### config.mk
export PLATFORM = sky130hd
export DESIGN_NAME = afs_fault_bank
export DESIGN_NICKNAME = d
export VERILOG_FILES = /design/src/afs_pkg.sv /design/src/afs_sync.sv /design/src/afs_fault_bank.sv
export VERILOG_INCLUDE_DIRS = /design/src
export SDC_FILE = /design/constraint.sdc
export NUM_CORES = 1
export LEC_CHECK = 0
export BUFFER_PORTS_ARGS = -buffer_cell sky130_fd_sc_hd__buf_2
export CORE_MARGIN = 5
export CORE_UTILIZATION = 53
export DETAILED_ROUTE_END_ITERATION = 16
export GPL_TIMING_DRIVEN = 0
export PLACE_DENSITY_LB_ADDON = 0.2
export SETUP_SLACK_MARGIN = 0.1
export SYNTH_ARGS = -nofsm -noshare
export SYNTH_HDL_FRONTEND = slang
export SYNTH_SLANG_ARGS = --single-unit
### constraint.sdc
create_clock -name clk_sys -period 3.7 [get_ports clk_sys]
set_clock_uncertainty 0.2 [all_clocks]
set_input_delay 0.185 -clock clk_sys [delete_from_list [all_inputs] [get_ports clk_sys]]
set_output_delay 0.185 -clock clk_sys [all_outputs]
set_load 0.02 [all_outputs]
### src/afs_regs.svh
// register offsets, field positions, reset values for the fault bank
`ifndef AFS_REGS_SVH
`define AFS_REGS_SVH

`define AFS_ADDR_CHANNEL_FAULT_STATUS     8'h70
`define AFS_ADDR_SYS_FAULT      8'h71
`define AFS_ADDR_TSD_STATUS     8'h72
`define AFS_ADDR_TWARN_STATUS   8'h73
`define AFS_ADDR_REPORT_MASK    8'h74
`define AFS_ADDR_LATCH_CTRL     8'h75
`define AFS_ADDR_RECOVERY_CTRL  8'h76
`define AFS_ADDR_FAULT_RESET    8'h78

`define AFS_RST_REPORT_MASK     8'h00
`define AFS_RST_LATCH_CTRL      8'hF8
`define AFS_RST_RECOVERY_CTRL   8'h00
`define AFS_RST_FAULT_RESET     8'h00

// channel fault status
`define AFS_BIT_LEFT_DC         3
`define AFS_BIT_RIGHT_DC        2
`define AFS_BIT_LEFT_OC         1
`define AFS_BIT_RIGHT_OC        0
// system fault status
`define AFS_BIT_CRC_ERR         7
`define AFS_BIT_COEFF_FAIL      6
`define AFS_BIT_CLK_FAULT       2
`define AFS_BIT_PS_OV           1
`define AFS_BIT_PS_UV           0
// thermal status registers
`define AFS_BIT_TSD             0
`define AFS_BIT_TWARN           2
// report mask
`define AFS_BIT_MASK_TSD        7
`define AFS_BIT_MASK_CORE_UV    6
`define AFS_BIT_MASK_CORE_OV    5
`define AFS_BIT_MASK_CLK        4
`define AFS_BIT_MASK_PS_UV      3
`define AFS_BIT_MASK_PS_OV      2
`define AFS_BIT_DC_ERROR_MASK         1
`define AFS_BIT_OVERCURRENT_MASK         0
// latch control
`define AFS_BIT_CLK_LATCH_EN    5
`define AFS_BIT_TSD_LATCH_EN    4
`define AFS_BIT_TWARN_LATCH_EN  3
`define AFS_BIT_MASK_TWARN      2
// recovery control
`define AFS_BIT_DET_HOLD        7
`define AFS_BIT_AUTO_RECOVER    4
// fault reset command
`define AFS_BIT_ANALOG_CLEAR    7

`define AFS_SYNC_STAGES         3

`endif

### src/afs_pkg.sv
// shared types of the fault bank
`default_nettype none
package afs_pkg;

	typedef logic [7:0] afs_byte_type;

	// order of the live fault inputs inside the synchroniser vector
	typedef enum {
		AFS_IN_LEFT_DC,
		AFS_IN_RIGHT_DC,
		AFS_IN_LEFT_OC,
		AFS_IN_RIGHT_OC,
		AFS_IN_PS_OV,
		AFS_IN_PS_UV,
		AFS_IN_CLK_FAULT,
		AFS_IN_TSD,
		AFS_IN_TWARN,
		AFS_IN_CORE_UV,
		AFS_IN_CORE_OV,
		AFS_IN_CLK_DETECT,
		AFS_IN_COUNT
	} afs_input_type;

endpackage
`default_nettype wire

### src/afs_sync.sv
// three-stage input synchroniser with agreement filter
`timescale 1ns/1ps
`default_nettype none
module afs_sync #(
	parameter int WIDTH = 1
) (
	input  wire logic             clk_sys,
	input  wire logic             reset,
	input  wire logic             clk_en,
	input  wire logic [WIDTH-1:0] async_in,
	output var  logic [WIDTH-1:0] sync_out
);

	logic [WIDTH-1:0] stage1;
	logic [WIDTH-1:0] stage2;
	logic [WIDTH-1:0] stage3;

	// ------------------------------------------------------------
	// capture chain
	// ------------------------------------------------------------
	always_ff @(posedge clk_sys or posedge reset) begin
		if (reset) begin
			stage1 <= '0;
			stage2 <= '0;
			stage3 <= '0;
		end else if (clk_en) begin
			stage1 <= async_in;
			stage2 <= stage1;
			stage3 <= stage2;
		end
	end

	// ------------------------------------------------------------
	// accept a bit only once stages two and three agree
	// ------------------------------------------------------------
	always_ff @(posedge clk_sys or posedge reset) begin
		if (reset) begin
			sync_out <= '0;
		end else if (clk_en) begin
			for (int i = 0; i < WIDTH; i++) begin
				if (stage2[i] == stage3[i]) begin
					sync_out[i] <= stage3[i];
				end
			end
		end
	end

endmodule
`default_nettype wire

### src/afs_fault_bank.sv
// fault status, mask and latch register bank of the amplifier
//
// Contract
// - dc flags: left bit 3, right bit 2 of channel status, reset zero
// - overcurrent flags: left bit 1, right bit 0 of channel status
// - system status bit 7 sets on memory crc check failure
// - system status bit 6 sets when last coefficient write failed
// - thermal shutdown flag at bit 0, other bits of register zero
// - thermal warning flag at bit 2 of warning status register
// - mask bit 7 suppresses thermal shutdown report, reset zero
// - mask bit 6 hides core undervoltage, bit 5 core overvoltage
// - mask bit 4 suppresses clock fault report, reset zero
// - mask bit 3 hides supply undervoltage, bit 2 supply overvoltage
// - mask bit 1 hides dc faults, bit 0 overcurrent faults
// - latch control bit 5 (reset one) latches clock fault
// - latch control bit 4 (reset one) latches thermal shutdown
// - latch control bit 3 (reset one) latches thermal warning
// - latch control bit 2 suppresses warning report, reset zero
// - recovery bit 7 holds clock detection status, reset zero
// - recovery bit 4 enables thermal shutdown auto recovery
// - writing one to clear bit 7 clears all analog fault flags
`timescale 1ns/1ps
`default_nettype none
`include "afs_regs.svh"
module afs_fault_bank (
	input  wire logic                 clk_sys,
	input  wire logic                 reset,
	input  wire logic                 clk_en,
	input  wire logic [7:0]           reg_addr,
	input  wire afs_pkg::afs_byte_type reg_wdata,
	input  wire logic                 reg_write,
	input  wire logic                 reg_read,
	output var  afs_pkg::afs_byte_type reg_rdata,
	output var  logic                 reg_rvalid,
	input  wire logic                 left_dc_error,
	input  wire logic                 right_dc_error,
	input  wire logic                 left_overcurrent,
	input  wire logic                 right_overcurrent,
	input  wire logic                 power_stage_overvoltage,
	input  wire logic                 power_stage_undervoltage,
	input  wire logic                 clock_error,
	input  wire logic                 thermal_shutdown,
	input  wire logic                 thermal_warning,
	input  wire logic                 core_undervoltage,
	input  wire logic                 core_overvoltage,
	input  wire logic                 clock_detect,
	input  wire logic                 otp_crc_error,
	input  wire logic                 coeff_write_fail,
	output var  logic                 fault_report,
	output var  logic                 clock_detect_status
);

	localparam int NIN = int'(afs_pkg::AFS_IN_COUNT);

	// ------------------------------------------------------------
	// declarations
	// ------------------------------------------------------------
	afs_pkg::afs_byte_type report_mask;
	afs_pkg::afs_byte_type latch_control;
	afs_pkg::afs_byte_type recovery_control;
	afs_pkg::afs_byte_type fault_reset_spare;
	logic [NIN-1:0]        raw_in;
	logic [NIN-1:0]        live;
	logic                  left_dc_flag;
	logic                  right_dc_flag;
	logic                  left_overcurrent_flag;
	logic                  right_overcurrent_flag;
	logic                  power_stage_overvoltage_flag;
	logic                  power_stage_undervoltage_flag;
	logic                  clock_error_flag;
	logic                  thermal_shutdown_flag;
	logic                  thermal_warning_flag;
	logic                  core_undervoltage_flag;
	logic                  core_overvoltage_flag;
	logic                  crc_error_flag;
	logic                  coeff_write_fail_flag;
	logic                  analog_clear;
	logic                  wr_fault_reset;
	logic                  tsd_hold;
	logic                  next_fault_report;
	afs_pkg::afs_byte_type next_rdata;

	// ------------------------------------------------------------
	// helpers
	// ------------------------------------------------------------
	// set wins: a live condition in the clear cycle keeps the flag
	function automatic logic next_flag(
		input logic held,
		input logic cond,
		input logic hold_en,
		input logic clr
	);
		next_flag = cond | (held & hold_en & ~clr);
	endfunction

	function automatic logic addr_hit(
		input logic [7:0] addr,
		input logic [7:0] target
	);
		addr_hit = (addr == target);
	endfunction

	// ------------------------------------------------------------
	// detector inputs cross in from the analog side
	// ------------------------------------------------------------
	always_comb begin
		raw_in = '0;
		raw_in[afs_pkg::AFS_IN_LEFT_DC]    = left_dc_error;
		raw_in[afs_pkg::AFS_IN_RIGHT_DC]   = right_dc_error;
		raw_in[afs_pkg::AFS_IN_LEFT_OC]    = left_overcurrent;
		raw_in[afs_pkg::AFS_IN_RIGHT_OC]   = right_overcurrent;
		raw_in[afs_pkg::AFS_IN_PS_OV]      = power_stage_overvoltage;
		raw_in[afs_pkg::AFS_IN_PS_UV]      = power_stage_undervoltage;
		raw_in[afs_pkg::AFS_IN_CLK_FAULT]  = clock_error;
		raw_in[afs_pkg::AFS_IN_TSD]        = thermal_shutdown;
		raw_in[afs_pkg::AFS_IN_TWARN]      = thermal_warning;
		raw_in[afs_pkg::AFS_IN_CORE_UV]    = core_undervoltage;
		raw_in[afs_pkg::AFS_IN_CORE_OV]    = core_overvoltage;
		raw_in[afs_pkg::AFS_IN_CLK_DETECT] = clock_detect;
	end

	afs_sync #(
		.WIDTH(NIN)
	) u_sync (
		.clk_sys (clk_sys),
		.reset   (reset),
		.clk_en  (clk_en),
		.async_in(raw_in),
		.sync_out(live)
	);

	// ------------------------------------------------------------
	// control registers
	// ------------------------------------------------------------
	assign wr_fault_reset = reg_write
		& addr_hit(reg_addr, `AFS_ADDR_FAULT_RESET);
	assign analog_clear = wr_fault_reset
		& reg_wdata[`AFS_BIT_ANALOG_CLEAR];

	always_ff @(posedge clk_sys or posedge reset) begin
		if (reset) begin
			report_mask <= `AFS_RST_REPORT_MASK;
		end else if (clk_en && reg_write
			&& addr_hit(reg_addr, `AFS_ADDR_REPORT_MASK)) begin
			report_mask <= reg_wdata;
		end
	end

	always_ff @(posedge clk_sys or posedge reset) begin
		if (reset) begin
			latch_control <= `AFS_RST_LATCH_CTRL;
		end else if (clk_en && reg_write
			&& addr_hit(reg_addr, `AFS_ADDR_LATCH_CTRL)) begin
			latch_control <= reg_wdata;
		end
	end

	always_ff @(posedge clk_sys or posedge reset) begin
		if (reset) begin
			recovery_control <= `AFS_RST_RECOVERY_CTRL;
		end else if (clk_en && reg_write
			&& addr_hit(reg_addr, `AFS_ADDR_RECOVERY_CTRL)) begin
			recovery_control <= reg_wdata;
		end
	end

	// spare bits of the clear register keep their written value
	always_ff @(posedge clk_sys or posedge reset) begin
		if (reset) begin
			fault_reset_spare <= `AFS_RST_FAULT_RESET;
		end else if (clk_en && wr_fault_reset) begin
			fault_reset_spare <= {1'b0, reg_wdata[6:0]};
		end
	end

	// ------------------------------------------------------------
	// analog fault flags
	// ------------------------------------------------------------
	// dc and overcurrent always hold; a glitch must not vanish unseen
	always_ff @(posedge clk_sys or posedge reset) begin
		if (reset) begin
			left_dc_flag           <= 1'b0;
			right_dc_flag          <= 1'b0;
			left_overcurrent_flag  <= 1'b0;
			right_overcurrent_flag <= 1'b0;
		end else if (clk_en) begin
			left_dc_flag <= next_flag(left_dc_flag,
				live[afs_pkg::AFS_IN_LEFT_DC], 1'b1, analog_clear);
			right_dc_flag <= next_flag(right_dc_flag,
				live[afs_pkg::AFS_IN_RIGHT_DC], 1'b1, analog_clear);
			left_overcurrent_flag <= next_flag(left_overcurrent_flag,
				live[afs_pkg::AFS_IN_LEFT_OC], 1'b1, analog_clear);
			right_overcurrent_flag <= next_flag(right_overcurrent_flag,
				live[afs_pkg::AFS_IN_RIGHT_OC], 1'b1, analog_clear);
		end
	end

	always_ff @(posedge clk_sys or posedge reset) begin
		if (reset) begin
			power_stage_overvoltage_flag  <= 1'b0;
			power_stage_undervoltage_flag <= 1'b0;
			core_undervoltage_flag        <= 1'b0;
			core_overvoltage_flag         <= 1'b0;
		end else if (clk_en) begin
			power_stage_overvoltage_flag <= next_flag(
				power_stage_overvoltage_flag,
				live[afs_pkg::AFS_IN_PS_OV], 1'b1, analog_clear);
			power_stage_undervoltage_flag <= next_flag(
				power_stage_undervoltage_flag,
				live[afs_pkg::AFS_IN_PS_UV], 1'b1, analog_clear);
			core_undervoltage_flag <= next_flag(core_undervoltage_flag,
				live[afs_pkg::AFS_IN_CORE_UV], 1'b1, analog_clear);
			core_overvoltage_flag <= next_flag(core_overvoltage_flag,
				live[afs_pkg::AFS_IN_CORE_OV], 1'b1, analog_clear);
		end
	end

	always_ff @(posedge clk_sys or posedge reset) begin
		if (reset) begin
			clock_error_flag <= 1'b0;
		end else if (clk_en) begin
			clock_error_flag <= next_flag(clock_error_flag,
				live[afs_pkg::AFS_IN_CLK_FAULT],
				latch_control[`AFS_BIT_CLK_LATCH_EN],
				analog_clear);
		end
	end

	// auto recovery lets the flag drop as soon as the die cools
	assign tsd_hold = latch_control[`AFS_BIT_TSD_LATCH_EN]
		& ~recovery_control[`AFS_BIT_AUTO_RECOVER];

	always_ff @(posedge clk_sys or posedge reset) begin
		if (reset) begin
			thermal_shutdown_flag <= 1'b0;
			thermal_warning_flag  <= 1'b0;
		end else if (clk_en) begin
			thermal_shutdown_flag <= next_flag(thermal_shutdown_flag,
				live[afs_pkg::AFS_IN_TSD], tsd_hold, analog_clear);
			thermal_warning_flag <= next_flag(thermal_warning_flag,
				live[afs_pkg::AFS_IN_TWARN],
				latch_control[`AFS_BIT_TWARN_LATCH_EN],
				analog_clear);
		end
	end

	// ------------------------------------------------------------
	// digital fault flags follow their sources, not the clear
	// ------------------------------------------------------------
	always_ff @(posedge clk_sys or posedge reset) begin
		if (reset) begin
			crc_error_flag        <= 1'b0;
			coeff_write_fail_flag <= 1'b0;
		end else if (clk_en) begin
			crc_error_flag        <= otp_crc_error;
			coeff_write_fail_flag <= coeff_write_fail;
		end
	end

	// ------------------------------------------------------------
	// clock detection status
	// ------------------------------------------------------------
	always_ff @(posedge clk_sys or posedge reset) begin
		if (reset) begin
			clock_detect_status <= 1'b0;
		end else if (clk_en) begin
			clock_detect_status <= next_flag(clock_detect_status,
				live[afs_pkg::AFS_IN_CLK_DETECT],
				recovery_control[`AFS_BIT_DET_HOLD],
				analog_clear);
		end
	end

	// ------------------------------------------------------------
	// fault report output
	// ------------------------------------------------------------
	always_comb begin
		next_fault_report = 1'b0;
		if (thermal_shutdown_flag
			&& !report_mask[`AFS_BIT_MASK_TSD]) begin
			next_fault_report = 1'b1;
		end
		if ((core_undervoltage_flag
			&& !report_mask[`AFS_BIT_MASK_CORE_UV])
			|| (core_overvoltage_flag
			&& !report_mask[`AFS_BIT_MASK_CORE_OV])) begin
			next_fault_report = 1'b1;
		end
		if (clock_error_flag
			&& !report_mask[`AFS_BIT_MASK_CLK]) begin
			next_fault_report = 1'b1;
		end
		if ((power_stage_undervoltage_flag
			&& !report_mask[`AFS_BIT_MASK_PS_UV])
			|| (power_stage_overvoltage_flag
			&& !report_mask[`AFS_BIT_MASK_PS_OV])) begin
			next_fault_report = 1'b1;
		end
		if ((left_dc_flag || right_dc_flag)
			&& !report_mask[`AFS_BIT_DC_ERROR_MASK]) begin
			next_fault_report = 1'b1;
		end
		if ((left_overcurrent_flag || right_overcurrent_flag)
			&& !report_mask[`AFS_BIT_OVERCURRENT_MASK]) begin
			next_fault_report = 1'b1;
		end
		if (thermal_warning_flag
			&& !latch_control[`AFS_BIT_MASK_TWARN]) begin
			next_fault_report = 1'b1;
		end
	end

	always_ff @(posedge clk_sys or posedge reset) begin
		if (reset) begin
			fault_report <= 1'b0;
		end else if (clk_en) begin
			fault_report <= next_fault_report;
		end
	end

	// ------------------------------------------------------------
	// read port
	// ------------------------------------------------------------
	always_comb begin
		next_rdata = 8'h00;
		case (reg_addr)
			`AFS_ADDR_CHANNEL_FAULT_STATUS: begin
				next_rdata[`AFS_BIT_LEFT_DC]  = left_dc_flag;
				next_rdata[`AFS_BIT_RIGHT_DC] = right_dc_flag;
				next_rdata[`AFS_BIT_LEFT_OC]  = left_overcurrent_flag;
				next_rdata[`AFS_BIT_RIGHT_OC] = right_overcurrent_flag;
			end
			`AFS_ADDR_SYS_FAULT: begin
				next_rdata[`AFS_BIT_CRC_ERR]    = crc_error_flag;
				next_rdata[`AFS_BIT_COEFF_FAIL] = coeff_write_fail_flag;
				next_rdata[`AFS_BIT_CLK_FAULT]  = clock_error_flag;
				next_rdata[`AFS_BIT_PS_OV] = power_stage_overvoltage_flag;
				next_rdata[`AFS_BIT_PS_UV] = power_stage_undervoltage_flag;
			end
			`AFS_ADDR_TSD_STATUS: begin
				next_rdata[`AFS_BIT_TSD] = thermal_shutdown_flag;
			end
			`AFS_ADDR_TWARN_STATUS: begin
				next_rdata[`AFS_BIT_TWARN] = thermal_warning_flag;
			end
			`AFS_ADDR_REPORT_MASK: begin
				next_rdata = report_mask;
			end
			`AFS_ADDR_LATCH_CTRL: begin
				next_rdata = latch_control;
			end
			`AFS_ADDR_RECOVERY_CTRL: begin
				next_rdata = recovery_control;
			end
			`AFS_ADDR_FAULT_RESET: begin
				// clear bit is write-only and always reads zero
				next_rdata = fault_reset_spare;
			end
			default: begin
				next_rdata = 8'h00;
			end
		endcase
	end

	always_ff @(posedge clk_sys or posedge reset) begin
		if (reset) begin
			reg_rdata  <= 8'h00;
			reg_rvalid <= 1'b0;
		end else if (clk_en) begin
			reg_rvalid <= reg_read;
			if (reg_read) begin
				reg_rdata <= next_rdata;
			end
		end
	end

endmodule
`default_nettype wire

# After elaboration in Yosys (flattened, before gate mapping)
# Index checks and enable logic that the tools add are counted.
[totals]
ff_bits = 103
input_bits = 35
output_inout_bits = 11
elab_cells = 142
[classes]
eq_ne = 20
muxes = 13
bitwise_logic = 33
reduce_logical = 40
[ops]
columns = ["operator", "count"]
rows = [
  ["$eq 8x7->1 const B", 8],
  ["$reduce_and 2->1", 13],
  ["$and 1x1->1", 19],
  ["$logic_and 1x1->1", 14],
  ["$pmux 1 s7", 2],
  ["$eq 1x1->1", 12],
  ["$or 1x1->1", 12],
  ["$pmux 2 s5", 1],
  ["$logic_not 1->1", 9],
  ["$pmux 2 s4", 1],
  ["$mux 1", 7],
  ["$pmux 1 s6", 1],
  ["$pmux 1 s5", 1],
  ["$logic_or 1x1->1", 4],
  ["$not 1->1", 2],
]

# Depth between registers and ports, before layout
[depth]
depth_word = 9
depth_mapped = 7
depth_no_buf = 4

# Modules after synthesis
# Synthesis repeated with hierarchy kept, for this count alone.
[hier_totals]
cells_unflattened = 352
area_unflattened_um2 = 4594.4
[by_module_without_submodules]
columns = ["module", "n_inst", "cells_per_inst", "area_each_um2", "seq_area_each_um2"]
rows = [
  ["afs_fault_bank", 1, 222, 2653.8, 1382.6],
  ["afs_sync", 1, 130, 1940.6, 1201.2],
]

# Worst setup path before layout
# OpenSTA, ideal clock, no wires.
[synth_timing]
kind = "input to register"
start = "input port reg_addr[3]"
end = "register report_mask[0]"
setup_time_ns = 0.125
arrival_time_ns = 1.562
t_required_ns = 3.375
setup_slack_ns = 1.813
stages = 6
path_buffers = 2
path_cell_list = "buf_2 > nand2b_4 > or3_1 > buf_2 > nor3_4 > mux2_2"
[synth_via]
elab_chain_cells = 2
[synth_rtl]
columns = ["element", "line_no", "rtl"]
rows = [
  ["start: declaration", "afs_fault_bank.sv:29", "input wire logic [7:0] reg_addr,"],
  ["$eq 8x7->1", "afs_fault_bank.sv:100", "addr_hit = (addr == target);"],
  ["$logic_and 1x1->1", "afs_fault_bank.sv:143", "end else if (clk_en && reg_write"],
  ["end signal: assignment", "afs_fault_bank.sv:142", "report_mask <= `AFS_RST_REPORT_MASK;"],
  ["end signal: assignment", "afs_fault_bank.sv:145", "report_mask <= reg_wdata;"],
  ["end: declaration", "afs_fault_bank.sv:58", "afs_pkg::afs_byte_type report_mask;"],
]
# No other way between the ends.
# A chain may end at the register's enable or synchronous reset.

# Final worst setup path
[layout_timing]
start = "input port reg_addr[6]"
end = "register report_mask[7]"
# The elaborated chain is that of the path after synthesis.

==> results.yml <==
critical_path:
  path_common_cell: "buf_2"
  critical_path_required_ps: 3750
  endpoint_kind: "register"
  crit_start: "reg_addr[6]"
  start_kind: "primary input"
  crit_chain: "dlygate4sd3_1 > buf_2 > nand4b_4 > or3_1 > buf_2 > nor3_4 > mux2_2"
  critPathSlowestCell: "dlygate4sd3_1"
  crit_fanout: 8
  crit-reg2reg-launch: "latch_control[4]$_DFFE_PP1P_"
  setup.worst_path.class: "in2reg"
  slowest_delay_ps: 520
  arrival_ps: 2340
floorplan:
  placementRows: 33
  die-area_um2: 10480
  core_um2: 8258
  fp.dieH_um: 102.4
  start_util_pct: 54.76
  dieWidth_um: 102.4
  ioPinCount: 46
power_and_ir_drop:
  p_per_area_nw_per_um2: 448.0
  intPower_mw: 1.741
  pwr-share-seq_pct: 56.2
  swShare_pct: 27.38
  p_total_mw: 2.398
  p_leak_nw: 2.438
  peakVddDrop_v: 0.0002622
  comb_power_share_pct: 13.2
  clockPowerShare_pct: 30.5
  power.switching_uw: 656.5
grt:
  grt_pass1_wl_mm: 16.54
  grtUsageTotal_pct: 20.58
  antenna_found_initial: 0
  grt_max_degree: 73
  first_global_vias: 3266
  grt-ovfl-total: 0
placement:
  placed_cell_area_um2: 4898
  port_buffers: 43
  gp_congestion: 0.9095
  dpl.hpwl_mm: 7.067
synthesis:
  yosysSeqAreaShare_pct: 57.14
  synth_cell_types: 39
  synth_warnings: 0
  synthMuxAreaShare_pct: 19.65
  async_flop_share_pct: 100.0
  netlist_instances: 359
  synth_xor_area_share_pct: 0
  avgSynthCellArea_um2: 12.60
  synth_adder_area_share_pct: 0
  synth_nets: 394
  synth_compound_area_share_pct: 11.21
  syn-cell-area_um2: 4522
  yosys.area_share.simple_pct: 9.325
  synthFlopType: "dfrtp_1"
  synth_top_family_by_area: "multiplexers"
  synth_edf_count: 0
  ys_seq_elements: 103
finish:
  layout_common_cells: "98 x dfrtp_1, 70 x mux2_2, 47 x buf_2"
  diodes: 0
  fin_area_um2: 5353
  fillers: 667
  nets: 474
  fin_util_pct: 64.82
  syn_to_final_growth_pct: 18.37
  drive_above_1_share_pct: 32.96
  final_common_cell: "dfrtp_1"
sta:
  min_period_ps: 2281
  worstMarginPinSlew_ps: 625.3
  rsz0062_at_grt: "false"
  maxSlewViolCount: 0
  finalCritPeriodShare_pct: 61.65
  relSlewSlack_pct: 58.31
  finalHoldViolCount: 0
  setup_viol: 0
  finalSetupTns_ps: 0
  max_freq_mhz: 438.4
clock_tree:
  root_buffer: "clkbuf_8"
  postCtsSetupBuffers: 0
  cts_resized: 0
  cts_hold_buf: 25
  numCtsBuffers: 9
  cts_max_level: 3
  cts_sinks: 103
  cts_tree: "yes"
  cts_buffer_depth: 2
  clk_pin_slew_worst_paths_ps: 100
  worstSkewPairLatency_ps: 370
route:
  route.met3.wl_um: 402
  drt-met1-wl_mm: 4.435
  routed_wl_mm: 9.953
  drc: 0
  routed.top_layer: "met4"
  ant_nets: 0
  routed_via_density: 5.631
  wl_met2_mm: 4.985
  dr.pass1.iters: 4
  drt_iter0_markers: 123
  wl_per_cell_um: 18.16
  vias: 3086
job:
  drv_cap: 0
worst_hold_path:
  min-delay-path-class: "in2reg"
  hold_start: "reg_read"
outcome:
  status: "completed"
final timing paths:
check                                          endpoint  slack, ps  cells after the start
setup / recovery             report_mask[7]$_DFFE_PP0P_       1420                      7
hold / removal                 reg_rdata[5]$_DFFE_PP0P_         20                      3
setup reg to reg               reg_rdata[4]$_DFFE_PP0P_       2300                      4
hold reg to reg                reg_rdata[5]$_DFFE_PP0P_        290                      2
max in group asynchronous  latch_control[4]$_DFFE_PP1P_       2420                      4
min in group asynchronous  u_sync.stage1[2]$_DFFE_PP0P_        150                      3
cell families (layout without fill, tap and decap cells):
logic type / Yosys count / count (layout)
buffers and inverters: 30 / 114
DFF: 103 / 103
AOI/OAI and AO/OA: 76 / 76
and+or+nand+nor: 70 / 70
muxes: 80 / 80
through the flow:
stage | setup WS (ps) | hold slack (ps) | instances
after CTS | 1428 | 1.262 | 548
after global placement | -488.8 | 216.3 | 507
after floorplan | 619.4 | 136.6 | 359
after detailed placement | 1510 | 28.15 | 508
after global routing | 1404 | 42.60 | 548
final | 1419 | 21.20 | 548
per-layer routing:
metal	track usage, %	vias up
li1	-	1456
met5	0	-
met4	5.954	0
met2	35.33	59
met1	25.95	1560
met3	5.051	11
power groups by stage:
| stage | Clock, mW | Combinational [mW] | Sequential (mW) |
|---|---|---|---|
| 6_report | 0.732 | 0.318 | 1.35 |
| 5_1_grt | 0.796 | 0.358 | 1.36 |
| 4_1_cts | 0.750 | 0.322 | 1.35 |
| 3_5_place_dp | 0 | 0.302 | 1.37 |
| 3_3_place_gp | 0 | 0.283 | 1.36 |
| 2_1_floorplan | 0 | 0.215 | 1.34 |
flip-flops by register name (all words and copies together), names as in the netlist, 7 cells and up:
register,cells
fault_reset_spare,7
latch_control,8
recovery_control,8
reg_rdata,8
report_mask,8
u_sync.stage1,12
u_sync.stage2,12
u_sync.stage3,12
u_sync.sync_out,12
Yosys cell counts (7+ instances only):
master,number,area [um2]
dfrtp_1,98,2452
mux2_2,70,788.3
a21oi_1,29,145.1
nor2_1,18,67.56
nand2b_1,17,106.4
inv_1,11,41.29
nand2_1,11,41.29
a22o_1,10,87.58
clkbuf_1,10,37.54
mux2i_1,10,100.1
o21ai_0,7,35.03
area by class of cell:
cell class	instances	area (um2)	share of cell area (%)
sequential	103	2584	48.27
multi-input combinational	226	1817	33.94
inverter	11	43.79	0.8181
clock buffer	9	123.9	2.314
buffer	19	80.08	1.496
tap	105	131.4	2.454
clock inverter	6	80.08	1.496
timing repair buffer	69	493.0	9.210
critical path, delay by kind of cell:
family / cells / cell delay, ps
AND/OR/NAND/NOR: 3 / 920
buffers and inverters: 3 / 820
multiplexers: 1 / 400
No activity file was read; power rests on OpenSTA's default activity.
